`src/hdl/fic_pkg.sv`:
```
package fic_pkg;
    // Register offsets in data sector 0
    localparam logic [7:0] FIC_OFS_CTRL     = 8'h50;
    localparam logic [7:0] FIC_OFS_RSTPAT   = 8'h51;
    localparam logic [7:0] FIC_OFS_BUFCLR   = 8'h52;
    localparam logic [7:0] FIC_OFS_ADDR_LO  = 8'h53;
    localparam logic [7:0] FIC_OFS_ADDR_HI  = 8'h54;
    localparam logic [7:0] FIC_OFS_DATA0_LO = 8'h55;
    // Control register field positions
    localparam int FIC_BIT_WEN_STAT = 7;
    localparam int FIC_BIT_MODE_HI  = 6;
    localparam int FIC_BIT_MODE_LO  = 4;
    localparam int FIC_BIT_UNLK_EN  = 3;
    localparam int FIC_BIT_WR_INIT  = 2;
    localparam int FIC_BIT_RD_EN    = 1;
    localparam int FIC_BIT_RD_INIT  = 0;
    localparam logic [7:0] FIC_CTRL_RESET = 8'h70;
    localparam logic [7:0] FIC_BYTE_RESET = 8'h00;
    // Operation mode codes
    localparam logic [2:0] FIC_MODE_WRITE  = 3'h0;
    localparam logic [2:0] FIC_MODE_ERASE  = 3'h1;
    localparam logic [2:0] FIC_MODE_READ   = 3'h3;
    localparam logic [2:0] FIC_MODE_UNLOCK = 3'h6;
    localparam logic [7:0] FIC_CHIP_RST_PAT = 8'h55;
    // Unlock pattern, bytes into data words 1..3 low/high
    localparam logic [47:0] FIC_UNLOCK_PAT = 48'h40C3_090D_0400;
    // Unlock window in microseconds, counted on the low-speed oscillator
    localparam int FIC_UNLOCK_US = 300;
    localparam int FIC_OSC_KHZ   = 32;
    localparam int FIC_UNLOCK_TICKS = (FIC_UNLOCK_US * FIC_OSC_KHZ) / 1000;
    // Variant: 0 small, 1 mid, 2 large
    localparam int FIC_ERASE_WORDS_SMALL = 256;
    localparam int FIC_WRITE_WORDS_SMALL = 4;
    localparam int FIC_PAGE_WORDS_MID    = 32;
    localparam int FIC_PAGE_WORDS_LARGE  = 64;
    typedef enum logic [1:0] {FIC_OP_READ, FIC_OP_WRITE, FIC_OP_ERASE, FIC_OP_CLEAR} fic_op_e;
endpackage : fic_pkg

```
`src/hdl/fic_flash_if.sv`:
```
`timescale 1ns/1ps
// Request/answer path between controller and its flash sequencer
interface fic_flash_if;
    logic                   req;
    fic_pkg::fic_op_e       op;
    logic [14:0]            addr;
    logic [15:0]            words;
    logic                   done;
    modport ctrl (output req, output op, output addr, output words, input done);
    modport seq  (input req, input op, input addr, input words, output done);
endinterface : fic_flash_if

```
`src/hdl/fic_unlock.sv`:
```
`timescale 1ns/1ps
// Unlock window timer; counts enable ticks from the low-speed oscillator
module fic_unlock #(
    parameter int TICKS = fic_pkg::FIC_UNLOCK_TICKS
) (
    input  wire logic i_clk,
    input  wire logic i_rstn,
    input  wire logic i_run,
    input  wire logic i_tick,
    output logic      o_expired
);
    logic [15:0] cnt_q;
    logic [15:0] cnt_d;

    // Restart whenever the procedure is idle
    always_comb begin
        cnt_d = cnt_q;
        if (!i_run) begin
            cnt_d = 16'h0000;
        end else if (i_tick && (cnt_q != TICKS[15:0])) begin
            cnt_d = cnt_q + 16'h0001;
        end
    end

    always_ff @(posedge i_clk or negedge i_rstn) begin
        if (!i_rstn) begin
            cnt_q <= 16'h0000;
        end else begin
            cnt_q <= cnt_d;
        end
    end

    assign o_expired = i_run && (cnt_q == TICKS[15:0]);
endmodule : fic_unlock

```
`src/hdl/fic_seq.sv`:
```
`timescale 1ns/1ps
// Flash array sequencer: holds a busy count per operation word
module fic_seq #(
    parameter int CYC_PER_WORD = 4
) (
    input  wire logic i_clk,
    input  wire logic i_rstn,
    fic_flash_if.seq  bus,
    output logic      o_busy
);
    logic [19:0] cnt_q;
    logic [19:0] cnt_d;
    logic        busy_q;
    logic        busy_d;
    logic        done_q;
    logic        done_d;

    // Load on request, count down, pulse done at end
    always_comb begin
        cnt_d  = cnt_q;
        busy_d = busy_q;
        done_d = 1'b0;
        if (!busy_q && bus.req) begin
            busy_d = 1'b1;
            cnt_d  = 20'(bus.words) * 20'(CYC_PER_WORD);
        end else if (busy_q) begin
            if (cnt_q <= 20'h00001) begin
                busy_d = 1'b0;
                done_d = 1'b1;
            end else begin
                cnt_d = cnt_q - 20'h00001;
            end
        end
    end

    always_ff @(posedge i_clk or negedge i_rstn) begin
        if (!i_rstn) begin
            cnt_q  <= 20'h00000;
            busy_q <= 1'b0;
            done_q <= 1'b0;
        end else begin
            cnt_q  <= cnt_d;
            busy_q <= busy_d;
            done_q <= done_d;
        end
    end

    assign bus.done = done_q;
    assign o_busy   = busy_q;
endmodule : fic_seq

```
`src/hdl/fic_top.sv`:
```
`timescale 1ns/1ps
// Overview of operation
// - Mode codes write, erase, read, unlock decoded
// - Erase is block on small, page otherwise
// - Erase and write sizes follow the variant
// - Write-enabled bit set by hardware only
// - Unlock runs with enable bit and mode 110
// - Write initiate cleared by hardware when done
// - Read initiate cleared by hardware when done
// - Read enable bit gates reads
// - Pattern 55H on reset register resets chip
// - Buffer clear bit cleared when clear completes
// - Address high width depends on variant
// - Four 16-bit data words as byte pairs
// - Unlock timeout, pattern check, enable cleared
module fic_top #(
    parameter int VARIANT      = 2,
    parameter int ADDR_HI_BITS = 7,
    parameter int OSC_DIV      = 1563
) (
    input  wire logic        I_REF_CLK,
    input  wire logic        I_RSTN,
    input  wire logic [7:0]  I_ADDR,
    input  wire logic        I_WR,
    input  wire logic        I_RD,
    input  wire logic [7:0]  I_WDATA,
    input  wire logic [15:0] I_FLASH_RDATA,
    output logic      [7:0]  O_RDATA,
    output logic             O_CHIP_RST,
    output logic      [14:0] O_FLASH_ADDR,
    output logic             O_FLASH_BUSY
);
    // Implemented high-address width: small 4, mid 5, large set by parameter
    localparam int HI_W = (VARIANT == 0) ? 4 : (VARIANT == 1) ? 5 : ADDR_HI_BITS;

    // Register image, unlock progress and operation launch state
    logic [7:0]  ctrl_q, ctrl_d;
    logic [7:0]  rst_pat_q, rst_pat_d;
    logic        buf_clr_q, buf_clr_d;
    logic [7:0]  addr_lo_q, addr_lo_d;
    logic [6:0]  addr_hi_q, addr_hi_d;
    logic [7:0]  data_q [8];
    logic [7:0]  data_d [8];
    logic [7:0]  rdata_q, rdata_d;
    logic        chip_rst_q, chip_rst_d;
    logic        req_q, req_d;
    fic_pkg::fic_op_e op_q, op_d;
    logic        unlk_run_q, unlk_run_d;
    logic [2:0]  pat_idx_q, pat_idx_d;
    logic        pat_bad_q, pat_bad_d;
    logic [15:0] osc_cnt_q, osc_cnt_d;
    logic        osc_tick;
    logic        expired;
    logic        seq_busy;
    logic [2:0]  mode;

    fic_flash_if fbus ();

    ////////////////////////////////////////////////////////////////////////
    // Helper decoders: byte index for the write and read paths, word count for the sequencer request
    // Data-word byte index from a register offset
    function automatic logic [3:0] data_index(input logic [7:0] a);
        logic [7:0] d;
        d = a - fic_pkg::FIC_OFS_DATA0_LO;
        data_index = (a >= fic_pkg::FIC_OFS_DATA0_LO && d < 8'h08) ? {1'b1, d[2:0]} : 4'h0;
    endfunction : data_index

    // Word count of an operation; small variant writes four, others a whole page
    function automatic logic [15:0] op_words(input fic_pkg::fic_op_e op);
        case (op)
            fic_pkg::FIC_OP_ERASE: op_words = 16'((VARIANT == 0) ? fic_pkg::FIC_ERASE_WORDS_SMALL :
                (VARIANT == 1) ? fic_pkg::FIC_PAGE_WORDS_MID : fic_pkg::FIC_PAGE_WORDS_LARGE);
            fic_pkg::FIC_OP_WRITE: op_words = 16'((VARIANT == 0) ? fic_pkg::FIC_WRITE_WORDS_SMALL :
                (VARIANT == 1) ? fic_pkg::FIC_PAGE_WORDS_MID : fic_pkg::FIC_PAGE_WORDS_LARGE);
            default:               op_words = 16'h0001;
        endcase
    endfunction : op_words

    ////////////////////////////////////////////////////////////////////////
    // Low-speed oscillator stand-in: one-cycle tick from the system clock
    // OSC_DIV sets the tick period; a short divider shortens the unlock window
    always_comb begin
        osc_cnt_d = (osc_cnt_q == 16'(OSC_DIV - 1)) ? 16'h0000 : osc_cnt_q + 16'h0001;
    end
    assign osc_tick = (osc_cnt_q == 16'(OSC_DIV - 1));

    // Unlock window timer, running only while an unlock is in progress
    fic_unlock u_unlock (
        .i_clk     (I_REF_CLK),
        .i_rstn    (I_RSTN),
        .i_run     (unlk_run_q),
        .i_tick    (osc_tick),
        .o_expired (expired)
    );

    // Array sequencer; a buffer clear counts as a one-word operation
    fic_seq u_seq (
        .i_clk  (I_REF_CLK),
        .i_rstn (I_RSTN),
        .bus    (fbus),
        .o_busy (seq_busy)
    );

    // Request side of the sequencer link
    assign fbus.req   = req_q;
    assign fbus.op    = op_q;
    assign fbus.addr  = {addr_hi_q, addr_lo_q};
    assign fbus.words = op_words(op_q);
    // Operation mode field of the control register
    assign mode = ctrl_q[fic_pkg::FIC_BIT_MODE_HI:fic_pkg::FIC_BIT_MODE_LO];

    ////////////////////////////////////////////////////////////////////////
    // Register writes, launches and hardware completions
    always_comb begin
        logic [3:0] di;
        logic [7:0] pat_byte;
        di         = data_index(I_ADDR);
        pat_byte   = 8'h00;
        ctrl_d     = ctrl_q;
        rst_pat_d  = rst_pat_q;
        buf_clr_d  = buf_clr_q;
        addr_lo_d  = addr_lo_q;
        addr_hi_d  = addr_hi_q;
        data_d     = data_q;
        chip_rst_d = 1'b0;
        req_d      = 1'b0;
        op_d       = op_q;
        unlk_run_d = unlk_run_q;
        pat_idx_d  = pat_idx_q;
        pat_bad_d  = pat_bad_q;
        if (I_WR) begin
            case (I_ADDR)
                fic_pkg::FIC_OFS_CTRL: begin
                    // Status bit: software may only clear it
                    ctrl_d[6:0] = I_WDATA[6:0];
                    ctrl_d[fic_pkg::FIC_BIT_WEN_STAT] = ctrl_q[fic_pkg::FIC_BIT_WEN_STAT]
                        & I_WDATA[fic_pkg::FIC_BIT_WEN_STAT];
                    // A running unlock keeps its enable bit until it ends
                    if (unlk_run_q) ctrl_d[fic_pkg::FIC_BIT_UNLK_EN] = 1'b1;
                    // An operation in flight keeps its initiate bits: only its
                    // completion clears them, so a poll never reads idle early
                    if (req_q || seq_busy) begin
                        ctrl_d[fic_pkg::FIC_BIT_WR_INIT] = ctrl_q[fic_pkg::FIC_BIT_WR_INIT]
                            | I_WDATA[fic_pkg::FIC_BIT_WR_INIT];
                        ctrl_d[fic_pkg::FIC_BIT_RD_INIT] = ctrl_q[fic_pkg::FIC_BIT_RD_INIT]
                            | I_WDATA[fic_pkg::FIC_BIT_RD_INIT];
                    end
                end
                fic_pkg::FIC_OFS_RSTPAT: begin
                    // Any other value is only stored
                    rst_pat_d  = I_WDATA;
                    chip_rst_d = (I_WDATA == fic_pkg::FIC_CHIP_RST_PAT);
                end
                fic_pkg::FIC_OFS_BUFCLR: begin
                    // Software can only set the bit; the small variant has no buffer
                    if (VARIANT != 0) buf_clr_d = buf_clr_q | I_WDATA[0];
                end
                fic_pkg::FIC_OFS_ADDR_LO: addr_lo_d = I_WDATA;
                // Bits beyond the variant's width are dropped and read as zero
                fic_pkg::FIC_OFS_ADDR_HI: addr_hi_d = 7'(I_WDATA[HI_W-1:0]);
                default: begin
                    if (di[3]) begin
                        data_d[di[2:0]] = I_WDATA;
                        // Pattern bytes counted in data words 1..3
                        // A byte at the wrong place or of the wrong value fails it
                        if (unlk_run_q && di[2:1] != 2'b00) begin
                            pat_byte = fic_pkg::FIC_UNLOCK_PAT[8*pat_idx_q +: 8];
                            if (di[2:0] != 3'(pat_idx_q + 3'h2) || I_WDATA != pat_byte)
                                pat_bad_d = 1'b1;
                            pat_idx_d = pat_idx_q + 3'h1;
                        end
                    end
                end
            endcase
        end
        // Unlock start with enable bit and unlock mode
        // It then runs until six bytes, a wrong byte or the timeout end it
        if (!unlk_run_q && ctrl_q[fic_pkg::FIC_BIT_UNLK_EN] && mode == fic_pkg::FIC_MODE_UNLOCK) begin
            unlk_run_d = 1'b1;
            pat_idx_d  = 3'h0;
            pat_bad_d  = 1'b0;
        end else if (unlk_run_q && (expired || pat_bad_q || pat_idx_q == 3'h6)) begin
            unlk_run_d = 1'b0;
            ctrl_d[fic_pkg::FIC_BIT_UNLK_EN] = 1'b0;
            if (!expired && !pat_bad_q)
                ctrl_d[fic_pkg::FIC_BIT_WEN_STAT] = 1'b1;
        end
        // Launch one operation when the sequencer is idle. The done pulse
        // comes in the first idle cycle, while the initiate bit still stands;
        // launching then would run the finished operation a second time.
        // Read goes first, then write or erase, then buffer clear.
        if (!seq_busy && !req_q && !fbus.done) begin
            if (ctrl_q[fic_pkg::FIC_BIT_RD_INIT]) begin
                if (ctrl_q[fic_pkg::FIC_BIT_RD_EN] && mode == fic_pkg::FIC_MODE_READ) begin
                    req_d = 1'b1;
                    op_d  = fic_pkg::FIC_OP_READ;
                end else begin
                    ctrl_d[fic_pkg::FIC_BIT_RD_INIT] = 1'b0;
                end
            end else if (ctrl_q[fic_pkg::FIC_BIT_WR_INIT]) begin
                if (ctrl_q[fic_pkg::FIC_BIT_WEN_STAT] && mode == fic_pkg::FIC_MODE_WRITE) begin
                    req_d = 1'b1;
                    op_d  = fic_pkg::FIC_OP_WRITE;
                end else if (ctrl_q[fic_pkg::FIC_BIT_WEN_STAT] && mode == fic_pkg::FIC_MODE_ERASE) begin
                    req_d = 1'b1;
                    op_d  = fic_pkg::FIC_OP_ERASE;
                end else begin
                    ctrl_d[fic_pkg::FIC_BIT_WR_INIT] = 1'b0;
                end
            end else if (buf_clr_q) begin
                req_d = 1'b1;
                op_d  = fic_pkg::FIC_OP_CLEAR;
            end
        end
        // Completion clears the matching initiate bit; a read also lands
        // the array word in data word zero, low byte first
        if (fbus.done) begin
            case (op_q)
                fic_pkg::FIC_OP_READ: begin
                    ctrl_d[fic_pkg::FIC_BIT_RD_INIT] = 1'b0;
                    data_d[0] = I_FLASH_RDATA[7:0];
                    data_d[1] = I_FLASH_RDATA[15:8];
                end
                fic_pkg::FIC_OP_CLEAR: begin
                    // A fresh request written in the same cycle survives
                    buf_clr_d = I_WR && (I_ADDR == fic_pkg::FIC_OFS_BUFCLR)
                        && I_WDATA[0] && (VARIANT != 0);
                end
                default: ctrl_d[fic_pkg::FIC_BIT_WR_INIT] = 1'b0;
            endcase
        end
    end

    // Read mux; unimplemented high-address bits read as zero
    // Registered, so data stands from the cycle after the read strobe
    always_comb begin
        logic [3:0] ri;
        ri      = data_index(I_ADDR);
        rdata_d = rdata_q;
        if (I_RD) begin
            case (I_ADDR)
                fic_pkg::FIC_OFS_CTRL:    rdata_d = ctrl_q;
                fic_pkg::FIC_OFS_RSTPAT:  rdata_d = rst_pat_q;
                fic_pkg::FIC_OFS_BUFCLR:  rdata_d = {7'h00, buf_clr_q};
                fic_pkg::FIC_OFS_ADDR_LO: rdata_d = addr_lo_q;
                fic_pkg::FIC_OFS_ADDR_HI: rdata_d = {1'b0, addr_hi_q};
                default:                  rdata_d = ri[3] ? data_q[ri[2:0]] : 8'h00;
            endcase
        end
    end

    ////////////////////////////////////////////////////////////////////////
    // State registers
    // Only constants under reset; next values come from the processes above
    always_ff @(posedge I_REF_CLK or negedge I_RSTN) begin
        if (!I_RSTN) begin
            ctrl_q     <= fic_pkg::FIC_CTRL_RESET;
            rst_pat_q  <= fic_pkg::FIC_BYTE_RESET;
            buf_clr_q  <= 1'b0;
            addr_lo_q  <= fic_pkg::FIC_BYTE_RESET;
            addr_hi_q  <= 7'h00;
            for (int i = 0; i < 8; i++) data_q[i] <= fic_pkg::FIC_BYTE_RESET;
            rdata_q    <= fic_pkg::FIC_BYTE_RESET;
            chip_rst_q <= 1'b0;
            req_q      <= 1'b0;
            op_q       <= fic_pkg::FIC_OP_READ;
            unlk_run_q <= 1'b0;
            pat_idx_q  <= 3'h0;
            pat_bad_q  <= 1'b0;
            osc_cnt_q  <= 16'h0000;
        end else begin
            ctrl_q     <= ctrl_d;
            rst_pat_q  <= rst_pat_d;
            buf_clr_q  <= buf_clr_d;
            addr_lo_q  <= addr_lo_d;
            addr_hi_q  <= addr_hi_d;
            data_q     <= data_d;
            rdata_q    <= rdata_d;
            chip_rst_q <= chip_rst_d;
            req_q      <= req_d;
            op_q       <= op_d;
            unlk_run_q <= unlk_run_d;
            pat_idx_q  <= pat_idx_d;
            pat_bad_q  <= pat_bad_d;
            osc_cnt_q  <= osc_cnt_d;
        end
    end

    ////////////////////////////////////////////////////////////////////////
    // Outputs taken straight from registers
    assign O_RDATA      = rdata_q;
    assign O_CHIP_RST   = chip_rst_q;
    assign O_FLASH_ADDR = {addr_hi_q, addr_lo_q};
    assign O_FLASH_BUSY = seq_busy;
endmodule : fic_top

```
`config.mk`:
```
export PLATFORM = sky130hd
export DESIGN_NAME = fic_top
export DESIGN_NICKNAME = d
export VERILOG_FILES = /design/src/hdl/fic_pkg.sv /design/src/hdl/fic_flash_if.sv /design/src/hdl/fic_unlock.sv /design/src/hdl/fic_seq.sv /design/src/hdl/fic_top.sv
export SDC_FILE = /design/constraint.sdc
export NUM_CORES = 1
export LEC_CHECK = 0
export CAP_MARGIN = 20
export CORE_MARGIN = 4
export CORE_UTILIZATION = 30
export CTS_CLUSTER_DIAMETER = 100
export DETAILED_ROUTE_END_ITERATION = 16
export DONT_BUFFER_PORTS = 1
export PLACE_DENSITY = 0.44
export SLEW_MARGIN = 20
export SYNTH_ARGS = -nofsm -noshare
export SYNTH_HDL_FRONTEND = slang
export SYNTH_SLANG_ARGS = --single-unit
```
`constraint.sdc`:
```
create_clock -name I_REF_CLK -period 2.4 [get_ports I_REF_CLK]
set_clock_uncertainty 0.1 [all_clocks]
set_input_delay 0.36 -clock I_REF_CLK [delete_from_list [all_inputs] [get_ports I_REF_CLK]]
set_output_delay 0.36 -clock I_REF_CLK [all_outputs]
set_load 0.02 [all_outputs]
```
**Word-level counts from Yosys, hierarchy flattened**

Index checks and enable logic that the tools add are counted.

- Bitwise operators: 6
- Add/subtract/negate cells: 6
- $lt $le $gt $ge: 5
- Shift operators: 1
- Reduce and logical (&&, ||, !) cells: 49
- Multiplexer cells: 81
- Equal/unequal tests: 23

Operators with widths:

| operator | number |
|---|---|
| 64-bit two-way mux | 3 |
| 16-bit two-way mux | 5 |
| 64-bit bitwise mux | 1 |
| 20-bit two-way mux | 3 |
| 8-bit by 7-bit equality test with 1-bit output (second input constant) | 6 |
| 8-bit two-way mux | 6 |
| 48-bit by 7-bit variable part select with 8-bit output (first input constant) | 1 |
| 1-bit two-way mux | 47 |
| 8-bit one-hot mux with 5 select lines | 1 |
| 16-bit by 1-bit adder with 16-bit output (second input constant) | 2 |
| 8-bit binary-select mux with 3-bit select | 1 |
| 8-bit demux with 3-bit select | 1 |
| 20-bit by 1-bit <= comparator with 1-bit output (second input constant) | 1 |
| 20-bit by 1-bit subtractor with 20-bit output (second input constant) | 1 |
| 1-bit logical AND | 17 |
| 16-bit by 11-bit equality test with 1-bit output (second input constant) | 1 |
| 16-bit by 4-bit equality test with 1-bit output (second input constant) | 1 |
| 16-bit by 4-bit inequality test with 1-bit output (second input constant) | 1 |
| 3-bit two-way mux | 5 |
| 2-bit nonzero test | 7 |
| 2-bit two-way mux | 6 |
| 2-bit AND reduction | 5 |
| 8-bit by 7-bit greater-or-equal comparator with 1-bit output (second input constant) | 1 |
| 8-bit by 4-bit < comparator with 1-bit output (second input constant) | 1 |
| other kinds (30) | 47 |

- Flip-flop bits (word level): 167
- Word-level logic and storage cells: 197
- Output and inout bits: 25
- Input port bits: 36

**Logic depth before layout (Yosys ltp)**

Gate-level depths: netlist of the first run.

- Depth after elaboration: 15
- Mapped depth: 11

**Cells and area by module**

A second synthesis of the first run with hierarchy kept.

- Cell total of the unflattened synthesis: 820
- Area, all modules: 9027.4 µm²

By module, submodules not included:

| module | sequential area each (µm²) | area each (µm²) | instances | cells each |
|---|---|---|---|---|
| fic_top | 3231.8 | 6782.8 | 1 | 580 |
| fic_seq | 550.5 | 1361.3 | 1 | 151 |
| fic_unlock | 400.4 | 883.3 | 1 | 89 |

**Least setup slack after synthesis of the first run**

OpenSTA, ideal clock, no wires.

- Path type: input -> register
- From: input I_ADDR[0]
- To: register data_q[48] (netlist bit)
- Setup time: 0.137 ns
- Arrival time: 2.396 ns
- Cell stages on the path: 11
- Setup slack: -0.233 ns
- Data required time: 2.163 ns
- Cells stage by stage: inv_1 ha_1 buf_6 o21ai_2 a32oi_1 or3_1 buf_2 or4_4 buf_6 mux2i_1 a21oi_1

RTL lines:

| element | RTL line | source |
|---|---|---|
| start: declaration | fic_top.sv:23 | `input wire logic [7:0] I_ADDR,` |
| end signal: assignment | fic_top.sv:277 | `data_q <= data_d;` |
| end: declaration | fic_top.sv:42 | `logic [7:0] data_q [8];` |

**Worst setup path after layout of the first run**

- From: register osc_cnt_q[0]
- To: register u_unlock.cnt_q[11]

- Word-level cells in the longest chain between the ends: 3

Ends and longest elaborated chain:

| element | RTL line | source |
|---|---|---|
| start: declaration | fic_top.sv:51 | `logic [15:0] osc_cnt_q, osc_cnt_d;` |
| start signal: assignment | fic_top.sv:285 | `osc_cnt_q <= osc_cnt_d;` |
| 16-bit by 11-bit equality test with 1-bit output | fic_top.sv:85 | `assign osc_tick = (osc_cnt_q == 16'(OSC_DIV - 1));` |
| 1-bit logical AND | fic_unlock.sv:20 | `end else if (i_tick && (cnt_q != TICKS[15:0])) begin` |
| 2-bit by 1-bit inequality test with 1-bit output (no source line) | n/a |  |
| end signal: assignment | fic_unlock.sv:29 | `cnt_q <= cnt_d;` |
| end: declaration | fic_unlock.sv:12 | `logic [15:0] cnt_q;` |

No other way between the ends.
A chain may end at the register's enable or synchronous reset.

==> results of run 1 <==
## cell families (layout without fill, tap and decap cells)
| group | after synthesis | after routing |
|---|---|---|
| compound gates | 118 | 118 |
| xor+xnor | 46 | 46 |
| buf+inv | 60 | 119 |
| simple gates | 270 | 270 |
| flops | 167 | 167 |
| mux | 115 | 115 |
| fa+ha+maj | 17 | 17 |
## layer usage
layer | vias up | track usage | share of wire
met1 | 3050 | 0.222 | 0.49
met2 | 107 | 0.231 | 0.44
li1 | 2948 | - | -
met3 | 24 | 0.0438 | 0.056
met4 | 0 | 0.0461 | 0.017
met5 | - | 0 | 0
## worst paths after layout
check | startpoint | to | cells past startpoint
max in group asynchronous | I_RSTN | async pin | 0
min reg2reg | osc_cnt_q[15]$_DFF_PN0_ | osc_cnt_q[15]$_DFF_PN0_ | 1
min in group I_REF_CLK | I_WDATA[4] | data_q[52]$_DFF_PN0_ | 2
min | I_RSTN | u_seq.cnt_q[16]$_DFFE_PN0P_ | 0
max | osc_cnt_q[0]$_DFF_PN0_ | u_unlock.cnt_q[11]$_DFFE_PN0P_ | 7
max reg2reg | osc_cnt_q[0]$_DFF_PN0_ | u_unlock.cnt_q[11]$_DFFE_PN0P_ | 7
## synthesized netlist by cell type (6+ instances only)
master,instances,area share
sky130_fd_sc_hd__buf_2,7,0.0041
sky130_fd_sc_hd__xor2_1,31,0.032
sky130_fd_sc_hd__mux4_2,6,0.016
sky130_fd_sc_hd__nor3_1,24,0.014
sky130_fd_sc_hd__mux2_2,82,0.11
sky130_fd_sc_hd__dfrtp_1,164,0.48
sky130_fd_sc_hd__or3_1,7,0.0051
sky130_fd_sc_hd__nor2_1,80,0.035
sky130_fd_sc_hd__a21boi_0,7,0.0061
sky130_fd_sc_hd__clkbuf_1,30,0.013
sky130_fd_sc_hd__nand4_1,16,0.012
sky130_fd_sc_hd__xnor2_1,15,0.015
sky130_fd_sc_hd__o21ai_0,29,0.017
sky130_fd_sc_hd__mux2i_1,27,0.032
sky130_fd_sc_hd__ha_1,17,0.025
sky130_fd_sc_hd__and2_1,13,0.0095
sky130_fd_sc_hd__nand3_1,24,0.014
sky130_fd_sc_hd__a22oi_1,8,0.0070
sky130_fd_sc_hd__and3_1,6,0.0044
sky130_fd_sc_hd__a21oi_1,34,0.020
sky130_fd_sc_hd__inv_1,20,0.0088
sky130_fd_sc_hd__nand2_1,49,0.021
## power by group through the flow
stage | clock, uW | sequential, uW | combinational (uW)
6_report | 2910 | 3560 | 1390
5_1_grt | 3100 | 3620 | 1590
4_1_cts | 2990 | 3560 | 1410
3_5_place_dp | 0 | 3610 | 1340
3_3_place_gp | 0 | 3620 | 1320
2_1_floorplan | 0 | 3520 | 1020
## area by class of cell
| class | instances | area, um^2 |
|---|---|---|
| Clock inverter | 12 | 164 |
| Inverter | 21 | 82.6 |
| Multi-Input combinational cell | 566 | 4220 |
| Fill cell | 2836 | 17900 |
| Tap cell | 378 | 473 |
| Timing Repair Buffer | 66 | 583 |
| Clock buffer | 20 | 447 |
| Sequential cell | 167 | 4180 |
## through the flow
stage	utilization	instance area (um^2)	cells
floorplan	-	8660	793
global placement	0.331	9280	1173
detailed placement	0.331	9280	1173
CTS	0.362	10100	1230
global route	0.362	10100	1230
finish	0.362	10100	1230
## repair_timing
item                       4_1_cts  5_1_grt
resized for setup                0        2
buffers inserted                 0        0
setup endpoints to repair        0        6
hold endpoints to repair       267      167
==> flow_summary.toml, run 1 <==
[run_status]
outcome = "complete, but fails checks"
failed_checks = "hold timing"

[critical_path]
timing.critical_path.required_ps = 2660
path_buf_inv = 1
timing.critical_path.from_type = "register"
critPathMaxStageDelay_ps = 430
critPathArrivalTime_ps = 2490
crit_chain = "inv_1 -> ha_1 -> nor4bb_1 -> and4_2 -> nand4_1 -> or3_1 -> a21boi_0"
timing.critical_path.to_type = "register"
timing_worst_setup_path_type = "register to register"
cpMaxStageDelayCell = "sky130_fd_sc_hd__or3_1"
cp_max_fo = 7
rrSetupSlack_ps = 170
critical_path.top_delay_family = "simple AND/OR/NAND/NOR gates"

[grt]
gr-usage-all-layers = 0.156
grt_antenna_before_repair = 0
grt_overflow_total = 0
number_of_global_route_vias_before_repair = 6381
grt_pass1_wl_mm = 37.9
grt_start_max_net_pins = 168

[yosys]
netlist_area_mm2 = 0.00857
xor_xnor_share_of_the_synthesized_area = 0.0470
async_reset_ff_frac = 1.00
syn_inst = 793
ys_dominant_reg_cell = "sky130_fd_sc_hd__dfrtp_1"
synth.mux.area_fraction = 0.155
synth_top_family_by_area = "simple AND/OR/NAND/NOR gates"
synth_adder_area_share = 0.0248
number_of_warnings_printed_during_yosys_synthesis = 0
netlist-cell-type-count = 69
synth_edf_count = 0
yosys.area_share.simple = 0.167
compound_cell_area_share_of_the_yosys_netlist = 0.0892
synth_nets = 846
synth_area_per_cell_um2 = 10.8
synth_seq_cells = 167
yosysSeqAreaShare = 0.488

[power]
netSwitchingPower_uw = 2300
share_comb_of_total_power = 0.177
vdd_ir_drop_max_uv = 435
power.share.clock = 0.370
p_sw_frac = 0.292
totalPowerFinal_uw = 7860
leakage_uw = 0.00465
p_per_area_mw_per_mm2 = 775
seqPwrFrac = 0.453
power.internal_uw = 5570

[sta]
final_hold_viol_count = 167
timing.setup.tns_ps = 0
max_slew_margin = 0.351
worst-slew-pin-transition_ps = 949
number_of_pins_exceeding_their_max_slew_limit_in_the_final_report = 0
achievable-frequency_mhz = 448
layout_setup_ws_ps = 169
hold_ws_ps = -465
final.min_clock_period_ps = 2230
period_share = 0.930
report.final.setup_viol = 0

[clocking]
clock-root-buffer = "sky130_fd_sc_hd__clkbuf_16"
tritoncts_num_sinks = 167
cts_buffers = 17
clk_pin_slew_ps = 70
tritoncts_clock_tree = "done"
post_cts_hold_buffer_count = 25
clk_path_buf_depth = 2
clock_insertion_delay_at_the_later_pin_of_the_skew_report_ps = 430
clock_tree.htree_level_count = 4

[detailed_routing]
drt_wl_total_mm = 23.5
vias_per_cell = 4.98
remaining_routing_drc_violations = 0
vias = 6129
antenna_violating_nets_post_route = 0
drt_first_pass_iters = 4
drt-wirelength-per-cell_um = 19.1
drtIter0Drc = 368

[cells_and_area]
insertedDiodeCount = 0
mostFrequentLayoutCells = "sky130_fd_sc_hd__dfrtp_1 (164), sky130_fd_sc_hd__nor2_1 (80), sky130_fd_sc_hd__mux2_2 (70)"
layout.cells.most_common = "sky130_fd_sc_hd__dfrtp_1"
drive_above_1_share = 0.214
area.growth.synth_to_final_pct = 18.5
fin_nets = 892

[die]
io_pins = 61
die_h_um = 177
rows = 61
floorplan.die.width_um = 177
fp.dieArea_mm2 = 0.0313
design.core.area_mm2 = 0.0280
floorplan.initialDensity = 0.306

[placement]
gp_congestion = 0.738
post_place_setup_slack_ps = -219
hpwlAfterDp_mm = 15.5
port_buffers = 0

[min_path]
hold_path.class = "input port to async pin"

[flow_run]
cap_violations = 0
Power figures use the tool's default switching activity.
==> inputs of run 2 (changes only) <==
--- a/config.mk
+++ b/config.mk
@@ -6,11 +6,11 @@
 export NUM_CORES = 1
 export LEC_CHECK = 0
 export CAP_MARGIN = 20
-export CORE_MARGIN = 4
 export CORE_UTILIZATION = 30
 export CTS_CLUSTER_DIAMETER = 100
 export DETAILED_ROUTE_END_ITERATION = 16
 export DONT_BUFFER_PORTS = 1
+export MAX_ROUTING_LAYER = met4
 export PLACE_DENSITY = 0.44
 export SLEW_MARGIN = 20
 export SYNTH_ARGS = -nofsm -noshare
==> run 2 against run 1 <==
Effect of this change:
- the flow still finishes with violations (hold timing)
- power rose by 0.25%
- final cell count rose by 0.16%
- non-clock buffer count is 3 higher
- register-to-register slack about the same
- sequential power hardly changed
- critical endpoint is now u_seq.cnt_q[2]$_DFFE_PN0P_
- largest power group unchanged
==> flow_summary.toml, run 2 (synthesis gave the netlist of run 1 again) <==
[sta]
number_of_pins_exceeding_their_max_slew_limit_in_the_final_report = 0
final_hold_viol_count = 167
grt_setup_unrepaired = "false"
achievable-frequency_mhz = 448
period_share = 0.931
final.min_clock_period_ps = 2230
layout_setup_ws_ps = 166
timing.setup.tns_ps = 0
report.final.setup_viol = 0
worst-slew-pin-transition_ps = 803
hold_ws_ps = -468
max_slew_margin = 0.451

[power]
p_per_area_mw_per_mm2 = 776
leakage_uw = 0.00467
vdd_ir_drop_max_uv = 469

[cells_and_area]
fin_nets = 895
layout.cells.most_common = "sky130_fd_sc_hd__dfrtp_1"
finish.utilization = 0.364
drive_above_1_share = 0.215
mostFrequentLayoutCells = "sky130_fd_sc_hd__dfrtp_1 (164), sky130_fd_sc_hd__nor2_1 (80), sky130_fd_sc_hd__mux2_2 (70)"
num-fill-cells = 2853
insertedDiodeCount = 0
area.growth.synth_to_final_pct = 18.6

[detailed_routing]
drt-wirelength-per-cell_um = 18.8
drt_wl_total_mm = 23.1
remaining_routing_drc_violations = 0
drt_first_pass_iters = 5
antenna_violating_nets_post_route = 0
drtIter0Drc = 396
vias = 6106
vias_per_cell = 4.96

[critical_path]
path_buf_inv = 1
timing.critical_path.from_type = "register"
timing.critical_path.to_type = "register"
cpMaxStageDelayCell = "sky130_fd_sc_hd__or4_1"
critPathArrivalTime_ps = 2440
crit_chain = "or4_1 -> nor3_2 -> nand4_2 -> buf_4 -> nand2_1 -> nor2_1 -> a2bb2oi_1"
cp_max_fo = 12
critPathMaxStageDelay_ps = 610
timing_worst_setup_path_type = "register to register"
critical_path.top_delay_family = "simple AND/OR/NAND/NOR gates"
timing.critical_path.required_ps = 2610

[grt]
gr-usage-all-layers = 0.172
grt_overflow_total = 0
grt_start_max_net_pins = 168
number_of_global_route_vias_before_repair = 6112
grt_pass1_wl_mm = 36.8
grt_antenna_before_repair = 0

[clocking]
clock-root-buffer = "sky130_fd_sc_hd__clkbuf_16"
cts.repair_timing.setup_buffer_count = 0
post_cts_hold_buffer_count = 25
cts_buffers = 17
tritoncts_num_sinks = 167
tritoncts_clock_tree = "done"
clock_insertion_delay_at_the_later_pin_of_the_skew_report_ps = 420
clk_path_buf_depth = 2
clock_tree.htree_level_count = 4
clk_pin_slew_ps = 70

[min_path]
hold_path.class = "input port to async pin"

[die]
die_h_um = 171
design.core.area_mm2 = 0.0279
io_pins = 61
rows = 61
fp.dieArea_mm2 = 0.0292
floorplan.initialDensity = 0.307
floorplan.die.width_um = 171

[placement]
gp_congestion = 0.799
port_buffers = 0
post_place_setup_slack_ps = 8.76
hpwlAfterDp_mm = 15.3

[flow_run]
cap_violations = 0

[run_status]
outcome = "complete, but fails checks"
failed_checks = "hold timing"
[run 2: changes by cell type in the layout (fill, tap and decap cells not counted), moves of 2 or more]
cell / before / now
sky130_fd_sc_hd__clkinvlp_4: 5 / 2
sky130_fd_sc_hd__clkinv_2: 0 / 4
sky130_fd_sc_hd__inv_6: 4 / 2
sky130_fd_sc_hd__buf_4: 39 / 43
[run 2: per-layer routing]
metal	track usage	up-vias	wire, um
met2	0.243	99	9990
li1	-	2949	-
met1	0.248	3044	11800
met5	-	-	0
met4	0.0419	0	167
met3	0.0372	14	1200
[run 2: report_power, final]
part	leakage (uW)	switching, uW	internal [uW]
logic	0.00217	713	662
registers	0.00219	351	3210
clock network	0.000303	1180	1770
[run 2: timing repair]
action / in CTS / in global routing
gates resized for setup: 0 / 2
endpoints found under the setup margin: 0 / 6
hold endpoints to repair: 264 / 167
[run 2: path summary, 6_finish.rpt]
kind                            slack (ps)                       start                          end  depth (start not counted)
worst max-delay path                   170  u_seq.cnt_q[4]$_DFFE_PN0P_   u_seq.cnt_q[2]$_DFFE_PN0P_                          7
worst min-delay path                  -470                      I_RSTN  u_seq.cnt_q[13]$_DFFE_PN0P_                          0
worst max register to register         170  u_seq.cnt_q[4]$_DFFE_PN0P_   u_seq.cnt_q[2]$_DFFE_PN0P_                          7
worst min register to register         380     osc_cnt_q[15]$_DFF_PN0_      osc_cnt_q[15]$_DFF_PN0_                          1
max in group asynchronous             2370                      I_RSTN        ctrl_q[5]$_DFFE_PN1P_                          0
min in group I_REF_CLK                  30                  I_WDATA[6]         O_CHIP_RST$_DFF_PN0_                          2
[run 2: cell type report]
cell class / instances / area (um^2) / share of cell area
clock buffers: 19 / 443 / 0.0436
clock inverters: 12 / 174 / 0.0171
inverters: 21 / 82.6 / 0.00813
multi-input cells: 566 / 4210 / 0.415
flip-flops and latches: 167 / 4180 / 0.412
well taps: 378 / 473 / 0.0465
repair buffers: 69 / 593 / 0.0584
[run 2: through the flow]
step / power (uW) / cell area (um^2) / cells / hold slack (ps)
3_5_place_dp: 4920 / 9290 / 1176 / -23.5
2_1_floorplan: 4530 / 8660 / 793 / -35.6
3_3_place_gp: 4910 / 9290 / 1176 / -24.7
6_report: 7880 / 10200 / 1232 / -468
4_1_cts: 7970 / 10200 / 1232 / -492
5_1_grt: 8320 / 10200 / 1232 / -495
